**config.mk**
```make
export PLATFORM = sky130hd
export DESIGN_NAME = ssc_top
export DESIGN_NICKNAME = d
export VERILOG_FILES = /design/src/rtl/ssc_pkg.sv /design/src/rtl/ssc_top.sv
export SDC_FILE = /design/constraint.sdc
export NUM_CORES = 1
export LEC_CHECK = 0
export ABC_AREA = 1
export BUFFER_PORTS_ARGS = -buffer_cell sky130_fd_sc_hd__buf_2
export CAP_MARGIN = 20
export CORE_ASPECT_RATIO = 0.8
export CORE_UTILIZATION = 50
export CTS_CLUSTER_SIZE = 10
export DETAILED_ROUTE_END_ITERATION = 10
export PLACE_DENSITY = 0.87
export SYNTH_ARGS = -nofsm -noshare
export SYNTH_HDL_FRONTEND = slang
export SYNTH_SLANG_ARGS = --single-unit
```
**constraint.sdc**
```tcl
create_clock -name core_clk_in -period 3.2 [get_ports core_clk_in]
set_input_delay 0.96 -clock core_clk_in [delete_from_list [all_inputs] [get_ports core_clk_in]]
set_output_delay 0.96 -clock core_clk_in [all_outputs]
set_load 0.02 [all_outputs]
```
**src/rtl/ssc_pkg.sv**
```systemverilog
// Purpose: shared constants and types for the serial status and clock select block
// Assumes: 32-bit classic wishbone, registers one aligned word each
// Notes:   field positions and reset values live here only
package ssc_pkg;
    // ------------------------------------------------------------
    // register byte offsets
    // ------------------------------------------------------------
    localparam logic [7:0] OFF_STATUS  = 8'h00; // serial_status_flags
    localparam logic [7:0] OFF_CONTROL = 8'h04; // serial_control_flags
    localparam logic [7:0] OFF_MODE    = 8'h08; // serial_mode_reg (sync bit only)
    localparam logic [7:0] OFF_RXDATA  = 8'h0C; // rx_data_reg, read only

    // ------------------------------------------------------------
    // status field positions
    // ------------------------------------------------------------
    localparam int BIT_TX_HOLDING_EMPTY = 7; // tx_holding_empty
    localparam int BIT_RX_HOLDING_FULL = 6; // rx_holding_full
    localparam int BIT_OVERRUN_FLAG = 5; // overrun_flag
    localparam int BIT_FER  = 4; // framing_fault
    localparam int BIT_PER  = 3; // parity_fault
    localparam int BIT_TX_DONE = 2; // tx_done
    localparam int BIT_MPB  = 1; // rx_multiproc_bit
    localparam int BIT_MPBT = 0; // transmit multiprocessor bit, plain rw

    // control and mode field positions
    localparam int BIT_TXON = 5; // tx_on
    localparam int BIT_RXON = 4; // rx_on
    localparam int BIT_TX_DONE_IRQ_EN = 2; // tx_done_irq_en
    localparam int BIT_CKH  = 1; // clk_src_sel_hi
    localparam int BIT_CKL  = 0; // clk_src_sel_lo
    localparam int BIT_SYNC = 7; // mode: 1 = synchronous

    // ------------------------------------------------------------
    // reset values
    // ------------------------------------------------------------
    localparam logic [7:0] RST_STATUS  = 8'h84;
    localparam logic [7:0] RST_CONTROL = 8'h00;
    localparam logic [7:0] RST_MODE    = 8'h00;

    // receive event carried from the receiver into this block
    typedef struct packed {
        logic       done;      // character complete, one cycle
        logic       stop_bit;  // first stop bit as sampled
        logic       par_err;   // parity mismatch
        logic       rx_multiproc_bit;       // received multiprocessor bit
        logic [7:0] data;      // received character
    } ssc_rx_evt_t;

    // sck pin drive as two signals
    typedef struct packed {
        logic out;  // level driven
        logic oe;   // high while driving
    } ssc_pin_drv_t;
endpackage : ssc_pkg

```
**src/rtl/ssc_top.sv**
```systemverilog
// Purpose: status flags, read-then-clear protocol and clock source select
// Assumes: receiver/transmitter datapath sits outside and reports events
// Notes:   sck pin sampled by core_clk_in through two flops before use
`timescale 1ns/10ps
`default_nettype none

// ------------------------------------------------------------
// one software-clearable flag with read-then-write-0 protocol
// ------------------------------------------------------------
module ssc_rc_flag #(
    parameter logic RST_VAL = 1'b0 // value after reset and standby
) (
    input  wire logic core_clk_in,
    input  wire logic rst_n_in,
    input  wire logic init_in,  // standby entry, same as reset
    input  wire logic set_in,   // hardware set
    input  wire logic hw_clr_in,// hardware clear, e.g. dma read
    input  wire logic rd_in,    // status read accepted
    input  wire logic wr_in,    // status write accepted
    input  wire logic wdat_in,  // written bit value
    output logic      flag_out  // current flag
);
    logic seen_q; // flag was read while at 1

    // flag itself: init first, then set wins over any clear
    always_ff @(posedge core_clk_in or negedge rst_n_in) begin
        if (!rst_n_in) begin
            flag_out <= RST_VAL;
        end else if (init_in) begin
            flag_out <= RST_VAL;
        end else if (set_in) begin
            flag_out <= 1'b1;
        end else if (hw_clr_in) begin
            flag_out <= 1'b0;
        end else if (wr_in && !wdat_in && seen_q) begin
            flag_out <= 1'b0;
        end
    end

    // arm the clear only by reading the flag at 1
    always_ff @(posedge core_clk_in or negedge rst_n_in) begin
        if (!rst_n_in) begin
            seen_q <= 1'b0;
        end else if (init_in || wr_in) begin
            seen_q <= 1'b0;
        end else if (rd_in && flag_out) begin
            seen_q <= 1'b1;
        end
    end
endmodule // ssc_rc_flag

// Functional notes
// - transmit-end request gated by tx_done_irq_en
// - request drops on tx_holding_empty clear or enable off
// - clk_src_sel_lo only counts async internal
// - sel 00: internal; async pin free, sync drives
// - sel 01: internal clock driven on pin
// - sel 1x: pin is clock input
// - write 1 ignored; 0 clears after read-1
// - tx_done and rx_multiproc_bit are read only
// - status loads 0x84 on reset/standby
// - tx_holding_empty set on init, tx off, shift load
// - tx_holding_empty clears only by read-1 then write-0
// - rx_holding_full set on clean receive transfer
// - rx_holding_full cleared by init, sw, dma read
// - errors keep rx_holding_full; only overrun, halt and rx off keep data
// - overrun sets flag, keeps old character
// - overrun halts rx; sync also halts tx
// - overrun cleared by init or sw only
// - async stop bit 0 sets framing_fault
// - framing_fault cleared by init or sw only
// - framing error loads data, rx_holding_full stays
// - tx_done set when tx_holding_empty high at end
module ssc_top #(
    parameter int ADDR_W   = 8, // wishbone byte address width
    parameter int BAUD_DIV = 8  // core cycles per half bit-rate clock
) (
    input  wire logic                 core_clk_in,
    input  wire logic                 rst_n_in,
    // wishbone classic slave
    input  wire logic                 wb_cyc_in,
    input  wire logic                 wb_stb_in,
    input  wire logic                 wb_we_in,
    input  wire logic [ADDR_W-1:0]    wb_adr_in,
    input  wire logic [3:0]           wb_sel_in,
    input  wire logic [31:0]          wb_dat_in,
    output logic [31:0]               wb_dat_out,
    output logic                      wb_ack_out,
    // events from the serial datapath, same clock
    input  wire logic                 standby_in,      // standby entry
    input  wire ssc_pkg::ssc_rx_evt_t rx_evt_in,       // receive completion
    input  wire logic                 tx_load_in,      // tx_data_reg moved to shift
    input  wire logic                 tx_last_bit_in,  // last bit shifted out
    input  wire logic                 dma_rd_in,       // dma_unit reads rx data
    // serial clock pin
    input  wire logic                 sck_pin_in,
    output logic                      sck_pin_out,
    output logic                      sck_pin_oe_out,
    // to the datapath
    output logic                      bit_clk_tick_out, // serial clock edge
    output logic                      ext_clk_sel_out,  // pin is clock source
    output logic                      rx_halt_out,      // reception stopped
    output logic                      tx_halt_out,      // transmission stopped
    output logic                      tx_on_out,
    output logic                      rx_on_out,
    output logic [7:0]                rx_data_out,      // rx_data_reg contents
    output logic                      tx_done_irq_out   // transmit-end request
);
    // ------------------------------------------------------------
    // parameter checks
    // ------------------------------------------------------------
    if (ADDR_W < 8) begin : g_adr_chk
        $error("ssc_top: ADDR_W below the 8 decoded address bits");
    end
    if (BAUD_DIV < 1 || BAUD_DIV > 4096) begin : g_div_chk
        $error("ssc_top: BAUD_DIV out of range");
    end

    // ------------------------------------------------------------
    // declarations
    // ------------------------------------------------------------
    logic        ack_q;        // registered acknowledge
    logic [31:0] rdat_q;       // registered read data
    logic        acc;          // access completes this edge
    logic        wr_stat;      // accepted status write, low lane
    logic        rd_stat;      // accepted status read
    logic        wr_ctrl;      // accepted control write
    logic        wr_mode;      // accepted mode write
    logic [7:0]  ctrl_q;       // serial_control_flags
    logic [7:0]  mode_q;       // serial_mode_reg
    logic [7:0]  rxd_q;        // rx_data_reg
    logic        tx_done_q;       // tx_done
    logic        mpb_q;        // rx_multiproc_bit
    logic        mpbt_q;       // plain rw bit 0
    logic        tx_holding_empty;         // tx_holding_empty
    logic        rx_holding_full;         // rx_holding_full
    logic        overrun_flag;         // overrun_flag
    logic        framing_fault;          // framing_fault
    logic        parity_fault;          // parity_fault
    logic [7:0]  status;       // assembled serial_status_flags
    logic        tx_off_edge;  // tx_on written from 1 to 0
    logic        rx_ok;        // receive accepted by rx path
    logic        rx_ovr;       // completion while rx_holding_full is high
    logic        rx_ferr;      // async stop bit low
    logic        sync_mode;    // synchronous mode selected
    logic        sck_s1_q;     // pin sync stage one
    logic        sck_s2_q;     // pin sync stage two
    logic        sck_d_q;      // previous synced level
    logic [12:0] div_q;        // bit-rate divider
    logic        int_tick;     // internal clock edge
    logic        sck_int_q;    // internal bit-rate clock level
    ssc_pkg::ssc_pin_drv_t sck_drv; // pin drive pair

    // ------------------------------------------------------------
    // wishbone slave
    // ------------------------------------------------------------
    // effects land on the edge that the master sees ack high
    assign acc     = wb_cyc_in && wb_stb_in && ack_q;
    assign wr_stat = acc && wb_we_in && wb_sel_in[0]
                     && (wb_adr_in[7:0] == ssc_pkg::OFF_STATUS);
    assign rd_stat = acc && !wb_we_in && (wb_adr_in[7:0] == ssc_pkg::OFF_STATUS);
    assign wr_ctrl = acc && wb_we_in && wb_sel_in[0]
                     && (wb_adr_in[7:0] == ssc_pkg::OFF_CONTROL);
    assign wr_mode = acc && wb_we_in && wb_sel_in[0]
                     && (wb_adr_in[7:0] == ssc_pkg::OFF_MODE);

    // ack one cycle after the request, dropped the cycle after
    always_ff @(posedge core_clk_in or negedge rst_n_in) begin
        if (!rst_n_in) begin
            ack_q <= 1'b0;
        end else begin
            ack_q <= wb_cyc_in && wb_stb_in && !ack_q;
        end
    end

    // read data captured with the ack; unmapped reads give zero
    always_ff @(posedge core_clk_in or negedge rst_n_in) begin
        if (!rst_n_in) begin
            rdat_q <= 32'h0000_0000;
        end else if (wb_cyc_in && wb_stb_in && !ack_q) begin
            case (wb_adr_in[7:0])
                ssc_pkg::OFF_STATUS:  rdat_q <= {24'h00_0000, status};
                ssc_pkg::OFF_CONTROL: rdat_q <= {24'h00_0000, ctrl_q};
                ssc_pkg::OFF_MODE:    rdat_q <= {24'h00_0000, mode_q};
                ssc_pkg::OFF_RXDATA:  rdat_q <= {24'h00_0000, rxd_q};
                default:              rdat_q <= 32'h0000_0000;
            endcase
        end
    end
    assign wb_ack_out = ack_q;
    assign wb_dat_out = rdat_q;

    // ------------------------------------------------------------
    // control and mode registers
    // ------------------------------------------------------------
    // ordering of select vs mode writes is up to software
    always_ff @(posedge core_clk_in or negedge rst_n_in) begin
        if (!rst_n_in) begin
            ctrl_q <= ssc_pkg::RST_CONTROL;
        end else if (wr_ctrl) begin
            ctrl_q <= wb_dat_in[7:0];
        end
    end

    always_ff @(posedge core_clk_in or negedge rst_n_in) begin
        if (!rst_n_in) begin
            mode_q <= ssc_pkg::RST_MODE;
        end else if (wr_mode) begin
            mode_q <= wb_dat_in[7:0];
        end
    end

    assign sync_mode   = mode_q[ssc_pkg::BIT_SYNC];
    assign tx_on_out   = ctrl_q[ssc_pkg::BIT_TXON];
    assign rx_on_out   = ctrl_q[ssc_pkg::BIT_RXON];
    assign tx_off_edge = wr_ctrl && tx_on_out && !wb_dat_in[ssc_pkg::BIT_TXON];

    // ------------------------------------------------------------
    // receive event qualification
    // ------------------------------------------------------------
    // halted receiver ignores completions; rx off keeps flags as they are
    assign rx_halt_out = overrun_flag || framing_fault || parity_fault;
    assign tx_halt_out = sync_mode && rx_halt_out;
    assign rx_ok   = rx_evt_in.done && rx_on_out && !rx_halt_out;
    assign rx_ovr  = rx_ok && rx_holding_full;
    assign rx_ferr = rx_ok && !rx_holding_full && !sync_mode
                     && !rx_evt_in.stop_bit;
    // only the first stop bit reaches stop_bit; a second is never looked at

    // ------------------------------------------------------------
    // status flags
    // ------------------------------------------------------------
    ssc_rc_flag #(.RST_VAL(ssc_pkg::RST_STATUS[ssc_pkg::BIT_TX_HOLDING_EMPTY])) u_tx_holding_empty (
        .core_clk_in (core_clk_in),
        .rst_n_in    (rst_n_in),
        .init_in     (standby_in),
        .set_in      (tx_load_in || tx_off_edge),
        .hw_clr_in   (1'b0),
        .rd_in       (rd_stat),
        .wr_in       (wr_stat),
        .wdat_in     (wb_dat_in[ssc_pkg::BIT_TX_HOLDING_EMPTY]),
        .flag_out    (tx_holding_empty)
    );

    ssc_rc_flag #(.RST_VAL(ssc_pkg::RST_STATUS[ssc_pkg::BIT_RX_HOLDING_FULL])) u_rx_holding_full (
        .core_clk_in (core_clk_in),
        .rst_n_in    (rst_n_in),
        .init_in     (standby_in),
        .set_in      (rx_ok && !rx_holding_full && !rx_ferr && !rx_evt_in.par_err),
        .hw_clr_in   (dma_rd_in),
        .rd_in       (rd_stat),
        .wr_in       (wr_stat),
        .wdat_in     (wb_dat_in[ssc_pkg::BIT_RX_HOLDING_FULL]),
        .flag_out    (rx_holding_full)
    );

    ssc_rc_flag #(.RST_VAL(ssc_pkg::RST_STATUS[ssc_pkg::BIT_OVERRUN_FLAG])) u_overrun_flag (
        .core_clk_in (core_clk_in),
        .rst_n_in    (rst_n_in),
        .init_in     (standby_in),
        .set_in      (rx_ovr),
        .hw_clr_in   (1'b0),
        .rd_in       (rd_stat),
        .wr_in       (wr_stat),
        .wdat_in     (wb_dat_in[ssc_pkg::BIT_OVERRUN_FLAG]),
        .flag_out    (overrun_flag)
    );

    ssc_rc_flag #(.RST_VAL(ssc_pkg::RST_STATUS[ssc_pkg::BIT_FER])) u_fer (
        .core_clk_in (core_clk_in),
        .rst_n_in    (rst_n_in),
        .init_in     (standby_in),
        .set_in      (rx_ferr),
        .hw_clr_in   (1'b0),
        .rd_in       (rd_stat),
        .wr_in       (wr_stat),
        .wdat_in     (wb_dat_in[ssc_pkg::BIT_FER]),
        .flag_out    (framing_fault)
    );

    ssc_rc_flag #(.RST_VAL(ssc_pkg::RST_STATUS[ssc_pkg::BIT_PER])) u_per (
        .core_clk_in (core_clk_in),
        .rst_n_in    (rst_n_in),
        .init_in     (standby_in),
        .set_in      (rx_ok && !rx_holding_full && rx_evt_in.par_err),
        .hw_clr_in   (1'b0),
        .rd_in       (rd_stat),
        .wr_in       (wr_stat),
        .wdat_in     (wb_dat_in[ssc_pkg::BIT_PER]),
        .flag_out    (parity_fault)
    );

    // tx_done: hardware only, writes are discarded
    always_ff @(posedge core_clk_in or negedge rst_n_in) begin
        if (!rst_n_in) begin
            tx_done_q <= ssc_pkg::RST_STATUS[ssc_pkg::BIT_TX_DONE];
        end else if (standby_in) begin
            tx_done_q <= ssc_pkg::RST_STATUS[ssc_pkg::BIT_TX_DONE];
        end else if (tx_off_edge || (tx_last_bit_in && tx_holding_empty)) begin
            tx_done_q <= 1'b1;
        end else if (tx_load_in || !tx_holding_empty) begin
            tx_done_q <= 1'b0;
        end
    end

    // received multiprocessor bit and character; read only to software
    always_ff @(posedge core_clk_in or negedge rst_n_in) begin
        if (!rst_n_in) begin
            mpb_q <= ssc_pkg::RST_STATUS[ssc_pkg::BIT_MPB];
            rxd_q <= 8'h00;
        end else if (standby_in) begin
            mpb_q <= ssc_pkg::RST_STATUS[ssc_pkg::BIT_MPB];
        end else if (rx_ok && !rx_holding_full) begin
            // framing or parity error still loads the character
            mpb_q <= rx_evt_in.rx_multiproc_bit;
            rxd_q <= rx_evt_in.data;
        end
    end
    assign rx_data_out = rxd_q;

    // bit 0 is plain storage
    always_ff @(posedge core_clk_in or negedge rst_n_in) begin
        if (!rst_n_in) begin
            mpbt_q <= ssc_pkg::RST_STATUS[ssc_pkg::BIT_MPBT];
        end else if (standby_in) begin
            mpbt_q <= ssc_pkg::RST_STATUS[ssc_pkg::BIT_MPBT];
        end else if (wr_stat) begin
            mpbt_q <= wb_dat_in[ssc_pkg::BIT_MPBT];
        end
    end

    assign status = {tx_holding_empty, rx_holding_full, overrun_flag, framing_fault, parity_fault, tx_done_q, mpb_q, mpbt_q};

    // ------------------------------------------------------------
    // transmit-end request
    // ------------------------------------------------------------
    // drops with tx_holding_empty clear (which clears tx_done) or enable off
    assign tx_done_irq_out = tx_done_q && ctrl_q[ssc_pkg::BIT_TX_DONE_IRQ_EN];

    // ------------------------------------------------------------
    // clock source select and sck pin
    // ------------------------------------------------------------
    // two-flop sync; only the second stage feeds the edge finder
    always_ff @(posedge core_clk_in or negedge rst_n_in) begin
        if (!rst_n_in) begin
            sck_s1_q <= 1'b0;
            sck_s2_q <= 1'b0;
            sck_d_q  <= 1'b0;
        end else begin
            sck_s1_q <= sck_pin_in;
            sck_s2_q <= sck_s1_q;
            sck_d_q  <= sck_s2_q;
        end
    end

    // internal bit-rate clock, free running
    assign int_tick = (div_q == 13'(BAUD_DIV - 1));
    always_ff @(posedge core_clk_in or negedge rst_n_in) begin
        if (!rst_n_in) begin
            div_q     <= 13'h0000;
            sck_int_q <= 1'b0;
        end else if (int_tick) begin
            div_q     <= 13'h0000;
            sck_int_q <= !sck_int_q;
        end else begin
            div_q     <= div_q + 13'h0001;
        end
    end

    // pin role from select bits and mode
    always_comb begin
        sck_drv.out = sck_int_q;
        if (ctrl_q[ssc_pkg::BIT_CKH]) begin
            sck_drv.oe = 1'b0;
        end else if (sync_mode) begin
            sck_drv.oe = 1'b1;
        end else begin
            sck_drv.oe = ctrl_q[ssc_pkg::BIT_CKL];
        end
    end
    assign sck_pin_out    = sck_drv.out;
    assign sck_pin_oe_out = sck_drv.oe;
    assign ext_clk_sel_out = ctrl_q[ssc_pkg::BIT_CKH];
    // external rising edge (16x bit rate in async) or internal edge
    assign bit_clk_tick_out = ext_clk_sel_out ? (sck_s2_q && !sck_d_q)
                                              : (int_tick && !sck_int_q);
endmodule // ssc_top
`default_nettype wire

```
==> results.toml <==
[critical_path]
path_max_fanout = 5
regToRegSetupSlack_ps = 1600
critical_path_class = "reg -> out"
critPathArrivalTime_ps = 2020
reg2reg_from = "u_overrun_flag.flag_out"
start_kind = "register"
endpoint_kind = "primary output"
ff2ff_path_depth = 7
reg2reg_to = "rx_data_out[2]"
required_ps = 2240

[pwr]
p_int_uw = 1310
p_seq_frac = 0.477
clkPwrFrac = 0.460
switching_share = 0.224
power_leakage_uw = 0.00219
peakVddDrop_mv = 0.366
p_total_uw = 1690
comb_power_share = 0.062
switching_power_uw = 377
p_per_area_nw_per_um2 = 444

[timing]
fin_worst_skew_ps = 10.7
tightest_slew_ps = 696
hold_viol = 0
fmax_mhz = 336
tns_ps = 0
report.final.slew_viol_count = 0
fin_crit_sh = 0.931
max_slew_margin = 0.534
worst_slack_ps = 222
min_period_ps = 2980
setup_viol_count_final = 0
rsz0062_at_grt = "no"

[floorplanning]
core-area_um2 = 6380
die_w_um = 92.6
pin_count = 116
initial_core_util = 0.515
fp.dieH_um = 74.5
design.die.area_um2 = 6890
rows = 26

[global_route]
grt_start_max_net_pins = 37
grt_usage = 0.242
grt_pass1_vias = 2653
overflow = 0
grt_pass1_wl_mm = 12.7
antenna_found_initial = 0

[logic_synthesis]
synth_cells = 414
synth.avg_cell_area_um2 = 7.93
synthMostInstantiatedCell = "nand2_1"
synthTopCellsByCount = "nand2_1 (124), dfrtp_1 (61), inv_1 (51), nand3_1 (50), nor2_1 (26)"
synth_edf_count = 0
async_reset_ff_frac = 1.00
synth_area_um2 = 3280
synth_ff_type = "dfrtp_1"
synth_top_area_frac = 0.465
yosysWarnings = 0
synthDistinctLibCells = 28
ys_seq_area_frac = 0.481
ys_ff_latch = 63
synth.largest_area_cell = "dfrtp_1"
synth.area.top_cells = "dfrtp_1 (47%), nand2_1 (14%), nand3_1 (7.6%)"

[placement]
place_area_um2 = 3570
portBuffers = 64
hpwl_mm = 5.56
dp_cells = 557
dp_slack_ps = 675
gp_congestion = 0.842

[clocking]
clock-sinks = 63
postCtsSetupBuffers = 0
clk_pin_slew_ps = 70
ctsHoldBuffers = 0
clockBufferDepth = 2
insertion_delay_ps = 350
root_buffer = "clkbuf_8"
cts_tree = "built"
cts_buffers = 9
htree_levels = 3
cts.repair.resized = 0

[routing]
drt_wl_total_mm = 7.69
via_per_inst = 5.03
first_iter_violations = 346
vias = 2885
ant_nets = 0
wl_per_cell_um = 13.4
drcViolationCount = 0
first_pass_iters = 5

[min_path]
min_path_type = "reg -> reg"
hold-path-endpoint = "sck_s2_q"
worstHoldPathCells = 0
hold_start = "sck_s1_q"

[finish]
area_growth_pct = 15.7
drive_gt1_frac = 0.217
nNetsFinal = 551
diodes = 0
fin_area_um2 = 3800
instances_no_fill = 573

[flow_run]
maxCapViolations = 0

[status]
status = "complete, no violations"
critical path, cell delays in order (launching register included):
cell,delay [ps]
dfrtp_1,390
ha_1,190
nand2_1,100
inv_1,90
nand3_1,80
nor3_2,340
nand2_1,120
o21ai_0,160
buf_2,190
cell families (layout without fill, tap and decap cells):
group | Yosys count | after routing | synth area share
adder cells (fa/ha/maj) | 1 | 1 | 0.00381
other | 1 | 24 | 0.00114
AO/OA/AOI/OAI | 36 | 36 | 0.0648
AND/OR/NAND/NOR | 222 | 222 | 0.296
flip-flops | 63 | 63 | 0.481
buffers and inverters | 85 | 137 | 0.137
XOR/XNOR | 6 | 6 | 0.0160
cell usage in the layout (no fill, tap or decap):
cell type  netlist  routed
nand4_1          5       5
buf_2            4      64
ha_1             1       1
clkbuf_8         0      11
a21oi_1          9       9
o21ai_1          4       4
o21bai_1         1       1
bufinv_16        0       2
o21ai_0         14      14
xor2_1           6       6
nor3_1           2       2
clkbuf_1         0       2
inv_2            2       2
and3_1           1       1
nor2_2           4       4
nor2_4           2       2
clkinv_2         0       1
nand3_1         50      50
dfstp_2          2       2
buf_4           25       4
nor3b_1          1       1
nand2_2          3       3
inv_1           51      51
nor2_1          26      26
nor3_2           3       3
nand3b_1         1       1
dfrtp_1         61      61
nand2_1        124     124
o21ai_2          8       8
conb_1           1      24
power by group through the flow:
stage	clock (µW)	combinational [µW]	sequential, µW
floorplan	0	70.2	822
global placement	0	103	820
detailed placement	0	105	820
CTS	785	105	805
global route	828	118	805
finish	777	105	805
area by class of cell:
type	count	area, µm²
clock buffer	13	159
inverter	53	199
tap	84	105
sequential	63	1580
timing repair buffer	68	350
clock inverter	3	65.1
multi-input combinational	289	1340
fill	579	2580
metrics by stage:
step	utilization	hold WS, ps
6_report	0.596	361
5_1_grt	0.596	375
4_1_cts	0.596	365
3_5_place_dp	0.560	354
3_3_place_gp	0.560	334
2_1_floorplan	-	331
registers in the layout (all words and copies together), names as in the netlist:
name                         cells
rx_data_out                      8
wb_dat_out                       8
wb_ack_out                       1
div_q                           13
u_overrun_flag.seen_q            1
sck_s1_q                         1
u_per.seen_q                     1
ctrl_q                           8
u_rx_holding_full.seen_q         1
u_fer.flag_out                   1
mpb_q                            1
mode_q                           8
u_rx_holding_full.flag_out       1
u_fer.seen_q                     1
mpbt_q                           1
u_tx_holding_empty.flag_out      1
u_overrun_flag.flag_out          1
sck_s2_q                         1
sck_d_q                          1
u_per.flag_out                   1
u_tx_holding_empty.seen_q        1
tx_done_q                        1
sck_pin_out                      1
metal layers:
metal  global-route usage  wire (µm)
met3               0.0746        588
met1                0.334       3480
met4               0.0816        121
met5                    0          0
met2                0.365       3500
worst max path at each step:
stage | from | end | slack (ps) | depth (start not counted)
after detailed placement | div_q[0] | bit_clk_tick_out | 670 | 8
after CTS | div_q[0] | bit_clk_tick_out | 250 | 8
after floorplan | div_q[0] | bit_clk_tick_out | 740 | 7
after global routing | div_q[0] | bit_clk_tick_out | 80 | 8
after global placement | div_q[0] | bit_clk_tick_out | 770 | 8
final | div_q[0] | bit_clk_tick_out | 220 | 8
Power figures use the tool's default switching activity.
